--- config.mk ---
export PLATFORM = sky130hd
export DESIGN_NAME = urs_top
export DESIGN_NICKNAME = d
export VERILOG_FILES = /design/src/urs_pkg.sv /design/src/urs_rx_buffer.sv /design/src/urs_top.sv
export SDC_FILE = /design/constraint.sdc
export NUM_CORES = 1
export LEC_CHECK = 0
export BUFFER_PORTS_ARGS = -buffer_cell sky130_fd_sc_hd__buf_2
export CAP_MARGIN = 15
export CORE_UTILIZATION = 47
export CTS_CLUSTER_SIZE = 24
export DETAILED_ROUTE_END_ITERATION = 12
export PLACE_DENSITY_LB_ADDON = 0.1
export REMOVE_ABC_BUFFERS = 1
export SYNTH_ARGS = -nofsm -noshare
export SYNTH_HDL_FRONTEND = slang
export SYNTH_SLANG_ARGS = --single-unit
--- constraint.sdc ---
create_clock -name mclk -period 4.1 [get_ports mclk]
set_clock_uncertainty 0.05 [all_clocks]
set_input_delay 0.205 -clock mclk [delete_from_list [all_inputs] [get_ports mclk]]
set_output_delay 0.205 -clock mclk [all_outputs]
set_load 0.02 [all_outputs]
--- src/urs_pkg.sv ---
package urs_pkg;
  // Register byte offsets
  localparam logic [7:0] URS_STAT_OFS = 8'h00;
  localparam logic [7:0] URS_DATA_OFS = 8'h04;
  localparam logic [7:0] URS_ISTAT_OFS = 8'h08;
  localparam logic [7:0] URS_IMASK_OFS = 8'h0C;
  localparam logic [7:0] URS_CFG_OFS = 8'h10;
  // Status and control field positions
  localparam int URS_B_AVAIL = 0;
  localparam int URS_B_OVR = 1;
  localparam int URS_B_FRAMING_ERROR_FLAG = 2;
  localparam int URS_B_PARITY_ERROR_FLAG = 3;
  localparam int URS_B_IDLE = 4;
  localparam int URS_B_ADDR_DETECT_EN = 5;
  localparam int URS_B_MODE = 6;
  localparam int URS_B_TXE = 8;
  // Receive buffer entry layout: {framing_error_flag, parity_error_flag, data[8:0]}
  localparam int URS_ENTRY_W = 11;
  localparam int URS_DATA_W = 9;
  localparam int URS_E_PARITY_ERROR_FLAG = 9;
  localparam int URS_E_FRAMING_ERROR_FLAG = 10;
  localparam int URS_RX_DEPTH = 4;
  localparam int URS_RX_3Q_LEVEL = 3;
  // Receive interrupt modes and data formats
  localparam logic [1:0] URS_MODE_FULL = 2'h3;
  localparam logic [1:0] URS_MODE_3Q = 2'h2;
  localparam logic [1:0] URS_FMT_9BIT = 2'h3;
  // Interrupt status bits
  localparam int URS_I_RX = 0;
  localparam int URS_I_OVR = 1;
  localparam int URS_I_PARITY_ERROR_FLAG = 2;
  localparam int URS_I_FRAMING_ERROR_FLAG = 3;
  localparam int URS_IRQ_W = 4;
  // Reset values
  localparam logic [1:0] URS_MODE_RST = 2'h0;
  localparam logic [1:0] URS_FMT_RST = 2'h0;
  localparam logic [3:0] URS_IMASK_RST = 4'h0;
  // Transmit-empty flag lag, in clock cycles
  localparam int URS_TX_EMPTY_DLY = 2;
  // Bus responses
  localparam logic [1:0] URS_RESP_OKAY = 2'h0;
  localparam logic [1:0] URS_RESP_SLVERR = 2'h2;
endpackage : urs_pkg

--- src/urs_rx_buffer.sv ---
`timescale 1ns/1ps
module urs_rx_buffer
  import urs_pkg::*;
#(
  parameter int WIDTH = URS_ENTRY_W,
  parameter int DEPTH = URS_RX_DEPTH
)
(
  // Clock
  input wire logic clk,
  // Write port
  input wire logic wr_en,
  input wire logic [$clog2(DEPTH)-1:0] wr_addr,
  input wire logic [WIDTH-1:0] wr_data,
  // Registered read port
  input wire logic [$clog2(DEPTH)-1:0] rd_addr,
  output logic [WIDTH-1:0] rd_data
);
  // Storage, no reset: contents are only read behind a nonzero count
  logic [WIDTH-1:0] mem [DEPTH];

  // Write side
  always_ff @(posedge clk)
  begin
    if (wr_en)
    begin
      mem[wr_addr] <= wr_data;
    end
  end

  // Read side forwards a same-cycle write so the head is never stale
  always_ff @(posedge clk)
  begin
    if (wr_en && (wr_addr == rd_addr))
    begin
      rd_data <= wr_data;
    end
    else
    begin
      rd_data <= mem[rd_addr];
    end
  end
endmodule : urs_rx_buffer

--- src/urs_top.sv ---
`timescale 1ns/1ps
module urs_top
  import urs_pkg::*;
#(
  parameter int RX_DEPTH = URS_RX_DEPTH
)
(
  // Clock and reset
  input wire logic mclk,
  input wire logic reset_n,
  // AXI4-Lite write address
  input wire logic [7:0] s_axi_awaddr,
  input wire logic s_axi_awvalid,
  output logic s_axi_awready,
  // AXI4-Lite write data
  input wire logic [31:0] s_axi_wdata,
  input wire logic [3:0] s_axi_wstrb,
  input wire logic s_axi_wvalid,
  output logic s_axi_wready,
  // AXI4-Lite write response
  output logic [1:0] s_axi_bresp,
  output logic s_axi_bvalid,
  input wire logic s_axi_bready,
  // AXI4-Lite read address
  input wire logic [7:0] s_axi_araddr,
  input wire logic s_axi_arvalid,
  output logic s_axi_arready,
  // AXI4-Lite read data
  output logic [31:0] s_axi_rdata,
  output logic [1:0] s_axi_rresp,
  output logic s_axi_rvalid,
  input wire logic s_axi_rready,
  // Receive shift register side
  input wire logic rx_char_done,
  input wire logic [URS_DATA_W-1:0] rx_char_data,
  input wire logic rx_char_parity_error_flag,
  input wire logic rx_char_framing_error_flag,
  input wire logic rx_active,
  output logic rx_shift_flush,
  // Transmit side
  input wire logic tx_load,
  input wire logic tx_all_idle,
  // Interrupt
  output logic irq
);
  localparam int PW = $clog2(RX_DEPTH);
  localparam int CW = $clog2(RX_DEPTH + 1);
  localparam int DL = URS_TX_EMPTY_DLY;

  // Bus holding registers
  logic aw_full_reg;
  logic [7:0] aw_addr_reg;
  logic w_full_reg;
  logic [31:0] w_data_reg;
  logic [3:0] w_strb_reg;

  // Control registers written by software
  logic [1:0] rx_irq_mode_reg;
  logic addr_detect_en_reg;
  logic [1:0] data_format_select_reg;
  logic [URS_IRQ_W-1:0] irq_mask_reg;

  // Status held by the block
  logic overrun_flag_reg;
  logic rx_idle_flag_reg;
  logic tx_shifter_empty_reg;
  logic [DL-1:0] tx_load_pipe_reg;
  logic [URS_IRQ_W-1:0] irq_stat_reg;

  // Receive buffer bookkeeping
  logic [PW-1:0] wr_ptr_reg;
  logic [PW-1:0] rd_ptr_reg;
  logic [CW-1:0] count_reg;
  logic [PW-1:0] rd_ptr_next;
  logic [URS_ENTRY_W-1:0] head;

  // Decoded strobes
  logic wr_fire;
  logic stat_wr;
  logic rd_fire;
  logic pop;
  logic addr_ok;
  logic push_req;
  logic push;
  logic buf_full;
  logic overrun_set;
  logic ovr_clear;
  logic rx_event;
  logic data_avail;
  logic [CW-1:0] count_after;
  logic [URS_IRQ_W-1:0] irq_events;
  logic [15:0] stat_word;

  // Head of buffer, read at the next pointer so it updates in the same cycle as its pointer
  urs_rx_buffer #(
    .WIDTH(URS_ENTRY_W),
    .DEPTH(RX_DEPTH)
  ) u_rx_buffer (
    .clk(mclk),
    .wr_en(push),
    .wr_addr(wr_ptr_reg),
    .wr_data({rx_char_framing_error_flag, rx_char_parity_error_flag, rx_char_data}),
    .rd_addr(rd_ptr_next),
    .rd_data(head)
  );

  // Bus strobes and receive decisions
  always_comb
  begin
    wr_fire = aw_full_reg && w_full_reg && !s_axi_bvalid;
    stat_wr = wr_fire && (aw_addr_reg == URS_STAT_OFS) && w_strb_reg[0];
    rd_fire = s_axi_arvalid && s_axi_arready;
    data_avail = (count_reg != '0);
    pop = rd_fire && (s_axi_araddr == URS_DATA_OFS) && data_avail;
    buf_full = (count_reg == CW'(RX_DEPTH));
    // Ninth bit only matters in the nine-bit format
    addr_ok = !(addr_detect_en_reg && (data_format_select_reg == URS_FMT_9BIT))
      || rx_char_data[URS_DATA_W-1];
    // A standing overrun blocks transfers until software clears it
    push_req = rx_char_done && addr_ok && !overrun_flag_reg;
    // A read in the same cycle frees a slot, so it is not an overrun
    overrun_set = push_req && buf_full && !pop;
    push = push_req && !overrun_set;
    // One-to-zero write; an overrun in that cycle would win, but cannot occur
    ovr_clear = stat_wr && overrun_flag_reg && !w_data_reg[URS_B_OVR]
      && !overrun_set;
    count_after = count_reg + CW'(push) - CW'(pop);
    rd_ptr_next = ovr_clear ? '0 : rd_ptr_reg + PW'(pop);
  end

  // Receive interrupt condition by mode
  always_comb
  begin
    rx_event = 1'b0;
    if (push)
    begin
      if (rx_irq_mode_reg == URS_MODE_FULL)
      begin
        rx_event = (count_after == CW'(RX_DEPTH));
      end
      else if (rx_irq_mode_reg == URS_MODE_3Q)
      begin
        rx_event = (count_after == CW'(URS_RX_3Q_LEVEL));
      end
      else
      begin
        rx_event = 1'b1;
      end
    end
    irq_events = '0;
    irq_events[URS_I_RX] = rx_event;
    irq_events[URS_I_OVR] = overrun_set;
    irq_events[URS_I_PARITY_ERROR_FLAG] = push && rx_char_parity_error_flag;
    irq_events[URS_I_FRAMING_ERROR_FLAG] = push && rx_char_framing_error_flag;
  end

  // Status and control word as software sees it
  always_comb
  begin
    stat_word = '0;
    stat_word[URS_B_AVAIL] = data_avail;
    stat_word[URS_B_OVR] = overrun_flag_reg;
    // Error flags describe the head character, zero when empty
    stat_word[URS_B_FRAMING_ERROR_FLAG] = data_avail && head[URS_E_FRAMING_ERROR_FLAG];
    stat_word[URS_B_PARITY_ERROR_FLAG] = data_avail && head[URS_E_PARITY_ERROR_FLAG];
    stat_word[URS_B_IDLE] = rx_idle_flag_reg;
    stat_word[URS_B_ADDR_DETECT_EN] = addr_detect_en_reg;
    stat_word[URS_B_MODE +: 2] = rx_irq_mode_reg;
    stat_word[URS_B_TXE] = tx_shifter_empty_reg;
  end

  // Write channel capture: each channel is taken once per write
  always_ff @(posedge mclk or negedge reset_n)
  begin
    if (!reset_n)
    begin
      aw_full_reg <= 1'b0;
      aw_addr_reg <= 8'h00;
      w_full_reg <= 1'b0;
      w_data_reg <= 32'h0000_0000;
      w_strb_reg <= 4'h0;
      s_axi_awready <= 1'b1;
      s_axi_wready <= 1'b1;
    end
    else if (s_axi_bvalid && s_axi_bready)
    begin
      // Response taken, reopen both channels
      s_axi_awready <= 1'b1;
      s_axi_wready <= 1'b1;
    end
    else
    begin
      if (s_axi_awvalid && s_axi_awready)
      begin
        aw_full_reg <= 1'b1;
        aw_addr_reg <= s_axi_awaddr;
        s_axi_awready <= 1'b0;
      end
      if (s_axi_wvalid && s_axi_wready)
      begin
        w_full_reg <= 1'b1;
        w_data_reg <= s_axi_wdata;
        w_strb_reg <= s_axi_wstrb;
        s_axi_wready <= 1'b0;
      end
      if (wr_fire)
      begin
        aw_full_reg <= 1'b0;
        w_full_reg <= 1'b0;
      end
    end
  end

  // Write response; unmapped addresses answer with an error
  always_ff @(posedge mclk or negedge reset_n)
  begin
    if (!reset_n)
    begin
      s_axi_bvalid <= 1'b0;
      s_axi_bresp <= URS_RESP_OKAY;
    end
    else if (wr_fire)
    begin
      s_axi_bvalid <= 1'b1;
      if ((aw_addr_reg == URS_STAT_OFS) || (aw_addr_reg == URS_ISTAT_OFS)
        || (aw_addr_reg == URS_IMASK_OFS) || (aw_addr_reg == URS_CFG_OFS))
      begin
        s_axi_bresp <= URS_RESP_OKAY;
      end
      else
      begin
        s_axi_bresp <= URS_RESP_SLVERR;
      end
    end
    else if (s_axi_bready)
    begin
      s_axi_bvalid <= 1'b0;
    end
  end

  // Control registers; only byte lane 0 carries fields
  always_ff @(posedge mclk or negedge reset_n)
  begin
    if (!reset_n)
    begin
      rx_irq_mode_reg <= URS_MODE_RST;
      addr_detect_en_reg <= 1'b0;
      data_format_select_reg <= URS_FMT_RST;
      irq_mask_reg <= URS_IMASK_RST;
    end
    else if (wr_fire && w_strb_reg[0])
    begin
      if (aw_addr_reg == URS_STAT_OFS)
      begin
        rx_irq_mode_reg <= w_data_reg[URS_B_MODE +: 2];
        addr_detect_en_reg <= w_data_reg[URS_B_ADDR_DETECT_EN];
      end
      if (aw_addr_reg == URS_CFG_OFS)
      begin
        data_format_select_reg <= w_data_reg[1:0];
      end
      if (aw_addr_reg == URS_IMASK_OFS)
      begin
        irq_mask_reg <= w_data_reg[URS_IRQ_W-1:0];
      end
    end
  end

  // Overrun flag: set by hardware, cleared by writing zero
  always_ff @(posedge mclk or negedge reset_n)
  begin
    if (!reset_n)
    begin
      overrun_flag_reg <= 1'b0;
      rx_shift_flush <= 1'b0;
    end
    else
    begin
      if (overrun_set)
      begin
        overrun_flag_reg <= 1'b1;
      end
      else if (ovr_clear)
      begin
        overrun_flag_reg <= 1'b0;
      end
      // Pulse to empty the shift register on the clearing write
      rx_shift_flush <= ovr_clear;
    end
  end

  // Receive buffer pointers and fill level
  always_ff @(posedge mclk or negedge reset_n)
  begin
    if (!reset_n)
    begin
      wr_ptr_reg <= '0;
      rd_ptr_reg <= '0;
      count_reg <= '0;
    end
    else if (ovr_clear)
    begin
      // Flush drops every stored character
      wr_ptr_reg <= '0;
      rd_ptr_reg <= '0;
      count_reg <= '0;
    end
    else
    begin
      wr_ptr_reg <= wr_ptr_reg + PW'(push);
      rd_ptr_reg <= rd_ptr_next;
      count_reg <= count_after;
    end
  end

  // Receiver idle flag follows the shift register activity
  always_ff @(posedge mclk or negedge reset_n)
  begin
    if (!reset_n)
    begin
      rx_idle_flag_reg <= 1'b1;
    end
    else
    begin
      rx_idle_flag_reg <= !rx_active;
    end
  end

  // Transmit-empty flag holds its old value while a load ages
  always_ff @(posedge mclk or negedge reset_n)
  begin
    if (!reset_n)
    begin
      tx_load_pipe_reg <= '0;
      tx_shifter_empty_reg <= 1'b1;
    end
    else
    begin
      tx_load_pipe_reg <= {tx_load_pipe_reg[DL-2:0], tx_load};
      if (tx_load_pipe_reg[DL-1])
      begin
        tx_shifter_empty_reg <= 1'b0;
      end
      else if (!(tx_load || (|tx_load_pipe_reg[DL-2:0])))
      begin
        tx_shifter_empty_reg <= tx_all_idle;
      end
    end
  end

  // Sticky interrupt status; a new event beats a same-cycle clear
  always_ff @(posedge mclk or negedge reset_n)
  begin
    if (!reset_n)
    begin
      irq_stat_reg <= '0;
      irq <= 1'b0;
    end
    else
    begin
      if (wr_fire && w_strb_reg[0] && (aw_addr_reg == URS_ISTAT_OFS))
      begin
        irq_stat_reg <= (irq_stat_reg & ~w_data_reg[URS_IRQ_W-1:0]) | irq_events;
      end
      else
      begin
        irq_stat_reg <= irq_stat_reg | irq_events;
      end
      irq <= |(irq_stat_reg & irq_mask_reg);
    end
  end

  // Read channel; a read of the data word pops the head
  always_ff @(posedge mclk or negedge reset_n)
  begin
    if (!reset_n)
    begin
      s_axi_arready <= 1'b1;
      s_axi_rvalid <= 1'b0;
      s_axi_rdata <= 32'h0000_0000;
      s_axi_rresp <= URS_RESP_OKAY;
    end
    else if (rd_fire)
    begin
      s_axi_arready <= 1'b0;
      s_axi_rvalid <= 1'b1;
      s_axi_rresp <= URS_RESP_OKAY;
      s_axi_rdata <= 32'h0000_0000;
      unique case (s_axi_araddr)
        URS_STAT_OFS: s_axi_rdata[15:0] <= stat_word;
        URS_DATA_OFS: s_axi_rdata[URS_DATA_W-1:0] <= data_avail ? head[URS_DATA_W-1:0] : '0;
        URS_ISTAT_OFS: s_axi_rdata[URS_IRQ_W-1:0] <= irq_stat_reg;
        URS_IMASK_OFS: s_axi_rdata[URS_IRQ_W-1:0] <= irq_mask_reg;
        URS_CFG_OFS: s_axi_rdata[1:0] <= data_format_select_reg;
        default: s_axi_rresp <= URS_RESP_SLVERR;
      endcase
    end
    else if (s_axi_rvalid && s_axi_rready)
    begin
      s_axi_rvalid <= 1'b0;
      s_axi_arready <= 1'b1;
    end
  end
endmodule : urs_top

==> results.ini, run 1 <==
[worst_setup_path]
slowest_delay_ps=570
path_depth=13
path_class=reg2reg
crit_path_start_kind=flop
required_ps=4340
cp_slowest_cell=dfstp_2
r2r-end=irq_stat_reg[0]
end_kind=flop
critPathArrivalTime_ps=3360
cp_top_family=simple AND/OR/NAND/NOR gates
crit_end=irq_stat_reg[0]
critPathLaunch=s_axi_arready
reg2reg_from=s_axi_arready
path_max_fanout=13
ff2ff_setup_slack_ps=980
worstRegToRegCells=13
crit_buf_inv=4
worstPathCellList=nand2_1 > buf_4 > nor4_2 > buf_4 > ha_1 > inv_1 > ha_1 > inv_1 > fa_1 > xnor3_1 > or3_1 > nand3_1 > a22o_1

[synth]
synth_seq_area_share_pct=63.5
synth.area.top_cells=dfrtp_1, edfxtp_1, mux2_2
ys.flop_type=dfrtp_1
ys_seq_elements=107
synth_area_um2=4560
yosysUniqueCellTypes=49
yosysWarnings=0
yosys.area.top_type=dfrtp_1
synthArstFlopShare_pct=57.0
synth_cells=313
synth-edff-count=44
syn_avg_cell_area_um2=14.6
post-synth-top-area-fraction_pct=30.8

[die]
initial_core_util_pct=48.8
row_count=35
coreArea_um2=9330
die_h_um=100
die_area_um2=10100
die_w_um=100
io_pins=117

[power_and_ir_drop]
powerDensity_nw_per_um2=488
leakagePower_uw=0.00225
power_uw=2600
peakVddDrop_v=0.000193

[timing]
min_period_ps=3120
relSlewSlack_pct=48.0
finalHoldViolCount=0
max_freq_mhz=321
setup_viol=0
finalSetupTns_ps=0
rsz0062_at_grt=false
drv_slew=0
period_share_pct=76.1
worstMarginPinSlew_ps=774

[final_layout]
largest_register_ffs=44
fin_nets=484
syn2layout_area_growth_pct=16.8
antenna_cells=0
drive_above_1_share_pct=33.7
utilization_pct=57.0

[routing]
wire_per_inst_um=15.7
drc_errors=0
post_drt_via_cell_ratio=5.05
vias=2720
ant_nets=0
wirelength_um=8450
drt_pass1_iterations=4
drt_iter0_drc=71

[clock_tree]
cts_tree=done
ctsLongestPathBuffers=2
insertion_delay_ps=360
h-tree-depth=3
clock_sinks=107
cts_made_buffers=9
root_buffer=clkbuf_8
cts_setup_buffers=0
clkTransAtPathRegs_ps=100

[placed_design]
port_buffers=63
hpwl_um=5900
place_congestion=0.740

[job]
cap_violations=0

[global_route]
grt_use_total_pct=18.1
grt_max_degree=47
grt_pass1_wl_um=13600
overflow=0
grt_pass1_vias=2645
antenna_found_initial=0

[worst_hold_path]
hp-class=in2reg

[outcome]
outcome=complete, no violations

## metal layers
| layer | track usage [%] | part of all wire [%] | up-vias |
|---|---|---|---|
| met1 | 26.3 | 48 | 1328 |
| li1 | - | - | 1300 |
| met2 | 28.0 | 46 | 86 |
| met5 | 0 | 0 | - |
| met3 | 3.95 | 5.2 | 6 |
| met4 | 4.35 | 0.69 | 0 |
## worst min-delay path by stage
stage                                  endpoint  cells after the start            start  slack (ps)
after floorplan              addr_detect_en_reg                      0          reset_n        -140
after global placement            w_strb_reg[0]                      1          reset_n          80
after detailed placement          w_strb_reg[0]                      1          reset_n          80
after CTS                 u_rx_buffer.mem[0][0]                      1  rx_char_data[0]        0.04
after global routing             aw_addr_reg[5]                      2  s_axi_awaddr[5]           5
final                            aw_addr_reg[2]                      2  s_axi_awaddr[2]          20
## per-stage QoR
stage,instances,worst slack (ps),area [µm²],hold slack [ps]
global route,539,726,5320,5.00
floorplan,306,998,4430,-141
CTS,536,949,5290,0.0397
detailed placement,505,752,4960,83.7
global placement,505,762,4960,84.7
finish,539,980,5320,18.6
## cell usage after synthesis (all sizes together), types with 3 or more instances
library cell / number
nand3: 3
mux2: 29
o21ai: 8
nor4: 6
or4: 3
ha: 4
nor3: 8
dfstp: 5
nor2b: 4
mux4: 11
and3: 3
nor3b: 3
or3: 3
clkbuf: 4
a22o: 3
edfxtp: 44
nor2: 12
dfrtp: 56
inv: 10
buf: 27
nand2: 25
a22oi: 7
a21oi: 9
## worst reg2reg max path: cells and delay by family (launching register included)
family          cells  cell delay [ps]
fa+ha+maj           3              730
flops               1              570
buf+inv             4              530
simple gates        4              830
compound gates      1              140
xor+xnor            1              220
## final cells by class
class	count	area [µm²]
fillers	800	4010
flip-flops and latches	107	2890
multi-input cells	189	1500
repair buffers	88	548
well taps	129	161
clock buffers	11	141
inverters	10	37.5
clock inverters	5	36.3
## cells by family after synthesis
logic type      count (synthesis)  synth area share, %
flops                         107                 63.5
simple gates                   76                 9.50
mux                            42                 13.0
buf+inv                        41                 5.49
compound gates                 38                 5.93
fa+ha+maj                       5                 1.54
xor+xnor                        3                0.879
other cells                     1               0.0823
## layout by cell type (no fill, tap or decap), types with 8 or more instances in the layout
cell            n
a21oi_1         9
buf_2          63
clkbuf_8       10
conb_1         25
dfrtp_1        56
dlygate4sd3_1  18
edfxtp_1       44
inv_1           9
mux2_2         29
mux4_2         11
nand2_1        25
nor2_1         12
nor3_1          8
o21ai_0         8
## power by group
| group | internal (µW) | switching, µW | total (µW) |
|---|---|---|---|
| sequential | 1310 | 148 | 1460 |
| clock | 239 | 342 | 581 |
| combinational | 276 | 283 | 558 |
## timing repair
action,in CTS,in global routing
hold endpoints to repair,40,11
hold buffers,15,3
resized for setup,0,0
Power figures use the tool's default switching activity.
==> run 2: changes to the inputs <==
Settings changed: ABC_AREA from default to 1.
Clock period 4.1 ns to 2.67 ns, I/O delays scaled along.
==> run 2 against run 1 <==
Cell count grew 47%; wire length grew 26%; area after synthesis grew 10%; core utilization grew 3.2 points; synthesized cell count grew 69%; sequential share of layout area shrank 7.8 points; first-iteration DRC count grew 86%; critical path depth grew 2; fmax grew 21%; largest power group unchanged; flip-flop and latch count is the same; count of clock-buffer cells in the layout shrank 2.
==> results.ini, run 2 <==
[outcome]
outcome=complete, no violations  ; unchanged

[die]
die_w_um=105  ; was 100 µm
initial_core_util_pct=48.6  ; was 48.8%
coreArea_um2=10300  ; was 9330 µm²
row_count=37  ; was 35
die_area_um2=11100  ; was 10100 µm²
die_h_um=105  ; was 100 µm
io_pins=117  ; unchanged

[global_route]
antenna_found_initial=0  ; unchanged
grt_pass1_vias=3620  ; was 2645
overflow=0  ; unchanged
grt_pass1_wl_um=17300  ; was 13600 µm
grt_use_total_pct=20.6  ; was 18.1%
grt_max_degree=27  ; was 47

[worst_setup_path]
critPathArrivalTime_ps=2840  ; was 3360 ps
critPathLaunch=count_reg[0]  ; was s_axi_arready
path_class=reg2reg  ; unchanged
reg2reg_from=count_reg[0]  ; was s_axi_arready
required_ps=2940  ; was 4340 ps
end_kind=flop  ; unchanged
crit_path_start_kind=flop  ; unchanged
path_max_fanout=3  ; was 13
r2r-end=irq_stat_reg[0]  ; unchanged
ff2ff_setup_slack_ps=100  ; was 980 ps
worstRegToRegCells=15  ; was 13

[timing]
setup_viol=0  ; unchanged
finalSetupTns_ps=0  ; unchanged
relSlewSlack_pct=56.4  ; was 48.0%
drv_slew=0  ; unchanged
period_share_pct=96.3  ; was 76.1%
min_period_ps=2570  ; was 3120 ps
finalHoldViolCount=0  ; unchanged
timing.final.ws_setup_ps=99.5  ; was 980 ps
worstMarginPinSlew_ps=652  ; was 774 ps
max_freq_mhz=389  ; was 321 MHz

[placed_design]
port_buffers=63  ; unchanged
dpl.cell_count=736  ; was 505
hpwl_um=7280  ; was 5900 µm
place_congestion=0.840  ; was 0.740
place_ws_ps=41.3  ; was 752 ps

[routing]
post_drt_via_cell_ratio=4.77  ; was 5.05
drt_iter0_drc=132  ; was 71
wirelength_um=10600  ; was 8450 µm
ant_nets=0  ; unchanged
drc_errors=0  ; unchanged
drt_pass1_iterations=4  ; unchanged
wire_per_inst_um=13.4  ; was 15.7 µm
vias=3789  ; was 2720

[synth]
yosysUniqueCellTypes=34  ; was 49
yosys.area.top_type=dfrtp_1  ; unchanged
synth.area.top_cells=dfrtp_1, edfxtp_1, nand2_1  ; was dfrtp_1, edfxtp_1, mux2_2
ys_seq_elements=107  ; unchanged
ys.flop_type=dfrtp_1  ; unchanged
synth_cells=528  ; was 313
synthArstFlopShare_pct=57.0  ; unchanged
syn_avg_cell_area_um2=9.51  ; was 14.6 µm²
synth_seq_area_share_pct=57.6  ; was 63.5%
yosysWarnings=0  ; unchanged
synthTopCellsByCount=nand2_1, inv_1, dfrtp_1  ; was dfrtp_1, edfxtp_1, mux2_2
synth_area_um2=5020  ; was 4560 µm²
synth-edff-count=44  ; unchanged
synth.most_common_cell=nand2_1  ; was dfrtp_1
post-synth-top-area-fraction_pct=27.9  ; was 30.8%

[final_layout]
mostFrequentLayoutCell=nand2_1  ; was buf_2
syn2layout_area_growth_pct=23.8  ; was 16.8%
largest_register_ffs=44  ; unchanged
instances_no_fill=794  ; was 539
antenna_cells=0  ; unchanged
mostFrequentLayoutCells=nand2_1, inv_1, buf_2, dfrtp_1, nor2_1  ; was buf_2, dfrtp_1, edfxtp_1, mux2_2
drive_above_1_share_pct=24.6  ; was 33.7%
fin_nets=732  ; was 484

[power_and_ir_drop]
peakVddDrop_v=0.000510  ; was 0.000193 V
powerDensity_nw_per_um2=682  ; was 488 nW/µm²
leakagePower_uw=0.00299  ; was 0.00225 µW

[clock_tree]
clock_sinks=107  ; unchanged
insertion_delay_ps=380  ; was 360 ps
clkTransAtPathRegs_ps=100  ; about the same
ctsLongestPathBuffers=2  ; unchanged
cts_made_buffers=9  ; unchanged
cts_tree=done  ; unchanged
root_buffer=clkbuf_8  ; unchanged
h-tree-depth=3  ; unchanged

[worst_hold_path]
hold_path_depth=5  ; was 2
hp-class=in2reg  ; unchanged
worstHoldStart=s_axi_araddr[5]  ; was s_axi_awaddr[2]
min_to=s_axi_rresp[1]  ; was aw_addr_reg[2]

[job]
cap_violations=0  ; unchanged

## run 2: changes by cell type after synthesis, sizes merged, moves of 23 or more
cell,before,now
nor2,12,67
inv,10,80
nand3,3,50
nand2,25,111
o21ai,8,32
mux2,29,6
## run 2: area by class of cell
type                       count  area (µm²)
multi-input combinational    331        1760
clock buffer                   9         124
inverter                      80         303
timing repair buffer         124         866
fill                         911        4110
sequential                   107        2900
tap                          136         170
clock inverter                 7        97.6
## run 2: how the worst max path moves through the flow
stage                     depth (start not counted)              end  slack (ps)
final                                            15  irq_stat_reg[0]         100
after global routing                             15  irq_stat_reg[0]         -40
after CTS                                        14  irq_stat_reg[0]         0.8
after detailed placement                         14  irq_stat_reg[0]          40
after global placement                           14  irq_stat_reg[0]          80
after floorplan                                  15  irq_stat_reg[0]        -110
## run 2: cell families (layout without fill, tap and decap cells)
group                      Yosys count  after routing  synth area share (%)
and+or+nand+nor                    237            237                  22.7
adders and majority gates            5              5                  1.40
xor gates and xnor gates             2              2                 0.349
buffers and inverters              114            220                  10.5
other                                1             25                0.0747
AOI/OAI and AO/OA                   56             56                  6.00
muxes                                6              6                  1.35
DFF                                107            107                  57.6
## run 2: per-stage QoR
step	power [µW]	instance area, µm²	utilization, %	hold slack, ps
floorplan	2750	4880	-	-212
detailed placement	3080	5510	53.4	46.8
global route	4460	6220	60.2	178
finish	4240	6220	60.2	134
CTS	4220	6110	59.2	126
global placement	3040	5510	53.4	49.0
## run 2: timing repair
action,in CTS,in global routing
hold buffers,37,0
pin swaps,0,7
setup endpoints to repair,1,1
resized for setup,1,20
setup buffers,0,5
endpoints found under the hold margin,83,0
## run 2: worst max-delay path, cell delays in order, from the launching register on
cell	delay, ps
dfrtp_1	460
nor2_4	60
nand2_4	100
nand4_1	180
nor2_4	190
ha_4	210
inv_2	60
ha_4	130
inv_2	40
fa_2	590
nand2_1	60
nor2_1	100
nand3_1	90
nand3_2	90
nand3_2	60
nand2_1	50
## run 2: routing by layer
layer	global-route usage, %	up-vias	part of all wire, %
met1	27.5	1768	46
li1	-	1888	-
met4	9.86	0	2.4
met2	33.3	111	48
met3	2.84	22	3.8
met5	0	-	0
## run 2: power breakdown
group | internal (µW) | switching (µW)
Combinational | 395 | 598
Clock | 533 | 568
Sequential | 1980 | 168
==> run 3: changes to the inputs <==
Settings changed: ABC_AREA 1 to default.
==> run 3 against run 2 <==
The flow now finishes with violations (setup timing); hold slack got worse by 29 ps; combinational power increased by 6%; total power increased by 2.7%; non-clock buffer count increased by 12; flip-flop and latch count unchanged; register-to-register slack got worse by 230 ps; cell area decreased by 6.4%; global-route usage decreased by 0.48 points; critical path depth decreased by 3; largest power group unchanged.
==> results.ini, run 3 (synthesis gave the netlist of run 1 again) <==
[outcome]
outcome=finished with violations  ; was complete, no violations
failed_checks=setup timing

[placed_design]
hpwl_um=6250  ; was 7280 µm
dpl.cell_count=525  ; was 736
port_buffers=63  ; unchanged
place_congestion=0.770  ; was 0.840
place_ws_ps=-375  ; was 41.3 ps
placed_area_um2=5110  ; was 5510 µm²

[global_route]
grt_pass1_wl_um=15000  ; was 17300 µm
overflow=0  ; unchanged
grt_use_total_pct=20.1  ; was 20.6%
grt_pass1_vias=2966  ; was 3620
antenna_found_initial=0  ; unchanged
grt_max_degree=62  ; was 27

[routing]
ant_nets=0  ; unchanged
wirelength_um=9220  ; was 10600 µm
wire_per_inst_um=15.7  ; was 13.4 µm
vias=2917  ; was 3789
post_drt_via_cell_ratio=4.97  ; was 4.77
drt_iter0_drc=96  ; was 132
drt_pass1_iterations=4  ; unchanged
drc_errors=0  ; unchanged

[worst_setup_path]
path_max_fanout=3  ; unchanged
worstPathCellList=nand2_4 > o311ai_4 > nand2b_1 > ha_1 > inv_1 > ha_1 > inv_1 > fa_1 > nand2_1 > or3_1 > nand3_1 > a22o_1  ; was nor2_4 > nand2_4 > nand4_1 > nor2_4 > ha_4 > inv_2 > ha_4 > inv_2 > fa_2 > nand2_1 > nor2_1 > nand3_1 > nand3_2 > nand3_2 > nand2_1
ff2ff_setup_slack_ps=-130  ; was 100 ps
required_ps=2920  ; was 2940 ps
cp_slowest_cell=dfstp_2  ; was fa_2
path_class=reg2reg  ; unchanged
crit_path_start_kind=flop  ; unchanged
reg2reg_from=s_axi_arready  ; was count_reg[0]
end_kind=flop  ; unchanged
critPathArrivalTime_ps=3050  ; was 2840 ps
slowest_delay_ps=570  ; was 590 ps
worstRegToRegCells=12  ; was 15
r2r-end=irq_stat_reg[0]  ; unchanged

[timing]
period_share_pct=105  ; was 96.3%
worstMarginPinSlew_ps=808  ; was 652 ps
drv_slew=0  ; unchanged
setup_viol=1  ; was 0
max_freq_mhz=357  ; was 389 MHz
min_period_ps=2800  ; was 2570 ps
rsz0062_at_grt=true
finalHoldViolCount=0  ; unchanged
finalSetupTns_ps=-128  ; was 0 ps
timing.final.ws_setup_ps=-128  ; was 99.5 ps
relSlewSlack_pct=45.7  ; was 56.4%

[power_and_ir_drop]
powerDensity_nw_per_um2=749  ; was 682 nW/µm²
seq_power_share_pct=51.2  ; was 50.7%
p_int_uw=3030  ; was 2910 µW
power_uw=4360  ; was 4240 µW
p_sw_uw=1320  ; was 1330 µW
p_comb_share_pct=24.1  ; was 23.4%
peakVddDrop_v=0.000265  ; was 0.000510 V
clockPowerShare_pct=24.8  ; was 25.9%
leakagePower_uw=0.00251  ; was 0.00299 µW
swShare_pct=30.4  ; was 31.4%

[final_layout]
instances_no_fill=587  ; was 794
mostFrequentLayoutCells=buf_2, dfrtp_1, edfxtp_1, dlygate4sd3_1, buf_4  ; was nand2_1, inv_1, buf_2, dfrtp_1, nor2_1
drive_above_1_share_pct=37.3  ; was 24.6%
fin_nets=532  ; was 732
final_area_um2=5820  ; was 6220 µm²
n_fill_cell=740  ; was 911
syn2layout_area_growth_pct=27.7  ; was 23.8%
largest_register_ffs=44  ; unchanged
mostFrequentLayoutCell=buf_2  ; was nand2_1
antenna_cells=0  ; unchanged

[clock_tree]
cts_made_buffers=9  ; unchanged
insertion_delay_ps=370  ; was 380 ps
root_buffer=clkbuf_8  ; unchanged
cts_tree=done  ; unchanged
clock_sinks=107  ; unchanged
ctsLongestPathBuffers=2  ; unchanged
h-tree-depth=3  ; unchanged
clkTransAtPathRegs_ps=110  ; was 100 ps

[die]
die_w_um=100  ; was 105 µm
row_count=35  ; was 37
die_area_um2=10100  ; was 11100 µm²
initial_core_util_pct=48.8  ; was 48.6%
coreArea_um2=9330  ; was 10300 µm²
die_h_um=100  ; was 105 µm
io_pins=117  ; unchanged

[worst_hold_path]
hold_path_depth=4  ; was 5
hp-class=in2reg  ; unchanged
worstHoldStart=rx_char_done  ; was s_axi_araddr[5]
min_to=irq_stat_reg[1]  ; was s_axi_rresp[1]

[job]
cap_violations=0  ; unchanged

-- run 3: changes by cell type in the layout (fill, tap and decap cells not counted), sizes merged, moves of 6 or more --
cell   previous run  this run
nor2             67        12
mux2              6        29
nand2           111        25
a21oi            18         9
inv              82        14
o21ai            32         8
buf              87        97
a22oi             0         7
nor4              0         6
nand3            50         3
mux4              0        11
-- run 3: power by group through the flow --
stage | Combinational (µW) | Sequential, µW | Clock [µW]
floorplan | 547 | 2300 | 0
global placement | 937 | 2250 | 0
detailed placement | 946 | 2260 | 0
CTS | 1040 | 2230 | 1110
global route | 1150 | 2280 | 1180
finish | 1050 | 2230 | 1080
-- run 3: layout make-up --
type                            instances  area [µm²]  share of cell area, %
Sequential cell                       107        2890                   49.8
Multi-Input combinational cell        189        1530                   26.3
Timing Repair Buffer                  136         970                   16.7
Tap cell                              129         161                   2.77
Clock buffer                            9         124                   2.13
Clock inverter                          7         103                   1.76
Inverter                               10        37.5                  0.645
-- run 3: routing by layer --
layer	global-route usage (%)	share of wire [%]	wire length (µm)
met2	31.9	48	4380
met5	0	0	0
met3	4.44	3.7	338
met4	5.80	0.74	68
met1	28.2	48	4430
-- run 3: worst max path at each step --
stage | start | to | cells past startpoint
2_1_floorplan | s_axi_arready | irq_stat_reg[0] | 11
3_3_place_gp | s_axi_araddr[1] | irq_stat_reg[0] | 13
3_5_place_dp | s_axi_araddr[1] | irq_stat_reg[0] | 13
4_1_cts | s_axi_arready | irq_stat_reg[0] | 12
5_1_grt | s_axi_arready | irq_stat_reg[0] | 12
6_report | s_axi_arready | irq_stat_reg[0] | 12
-- run 3: worst max-delay path: cells and delay by family (launching register included) --
family                     cells  cell delay, ps
AOI/OAI and AO/OA              2             390
and+or+nand+nor                5             700
adders and majority gates      3             940
buffers and inverters          2             100
DFF                            1             570
-- run 3: stage by stage --
| stage | utilization [%] | hold WS, ps |
|---|---|---|
| finish | 62.4 | 106 |
| global route | 62.4 | 102 |
| CTS | 62.0 | 82.6 |
| detailed placement | 54.8 | 195 |
| global placement | 54.8 | 195 |
| floorplan | - | -212 |
-- run 3: timing repair --
item                                   CTS  global route
pin swaps                                2             1
hold buffers                            38             0
setup endpoints to repair                1            45
buffers inserted                         7             2
cloned                                   0             1
resized for setup                        4             4
endpoints found under the hold margin  124             0
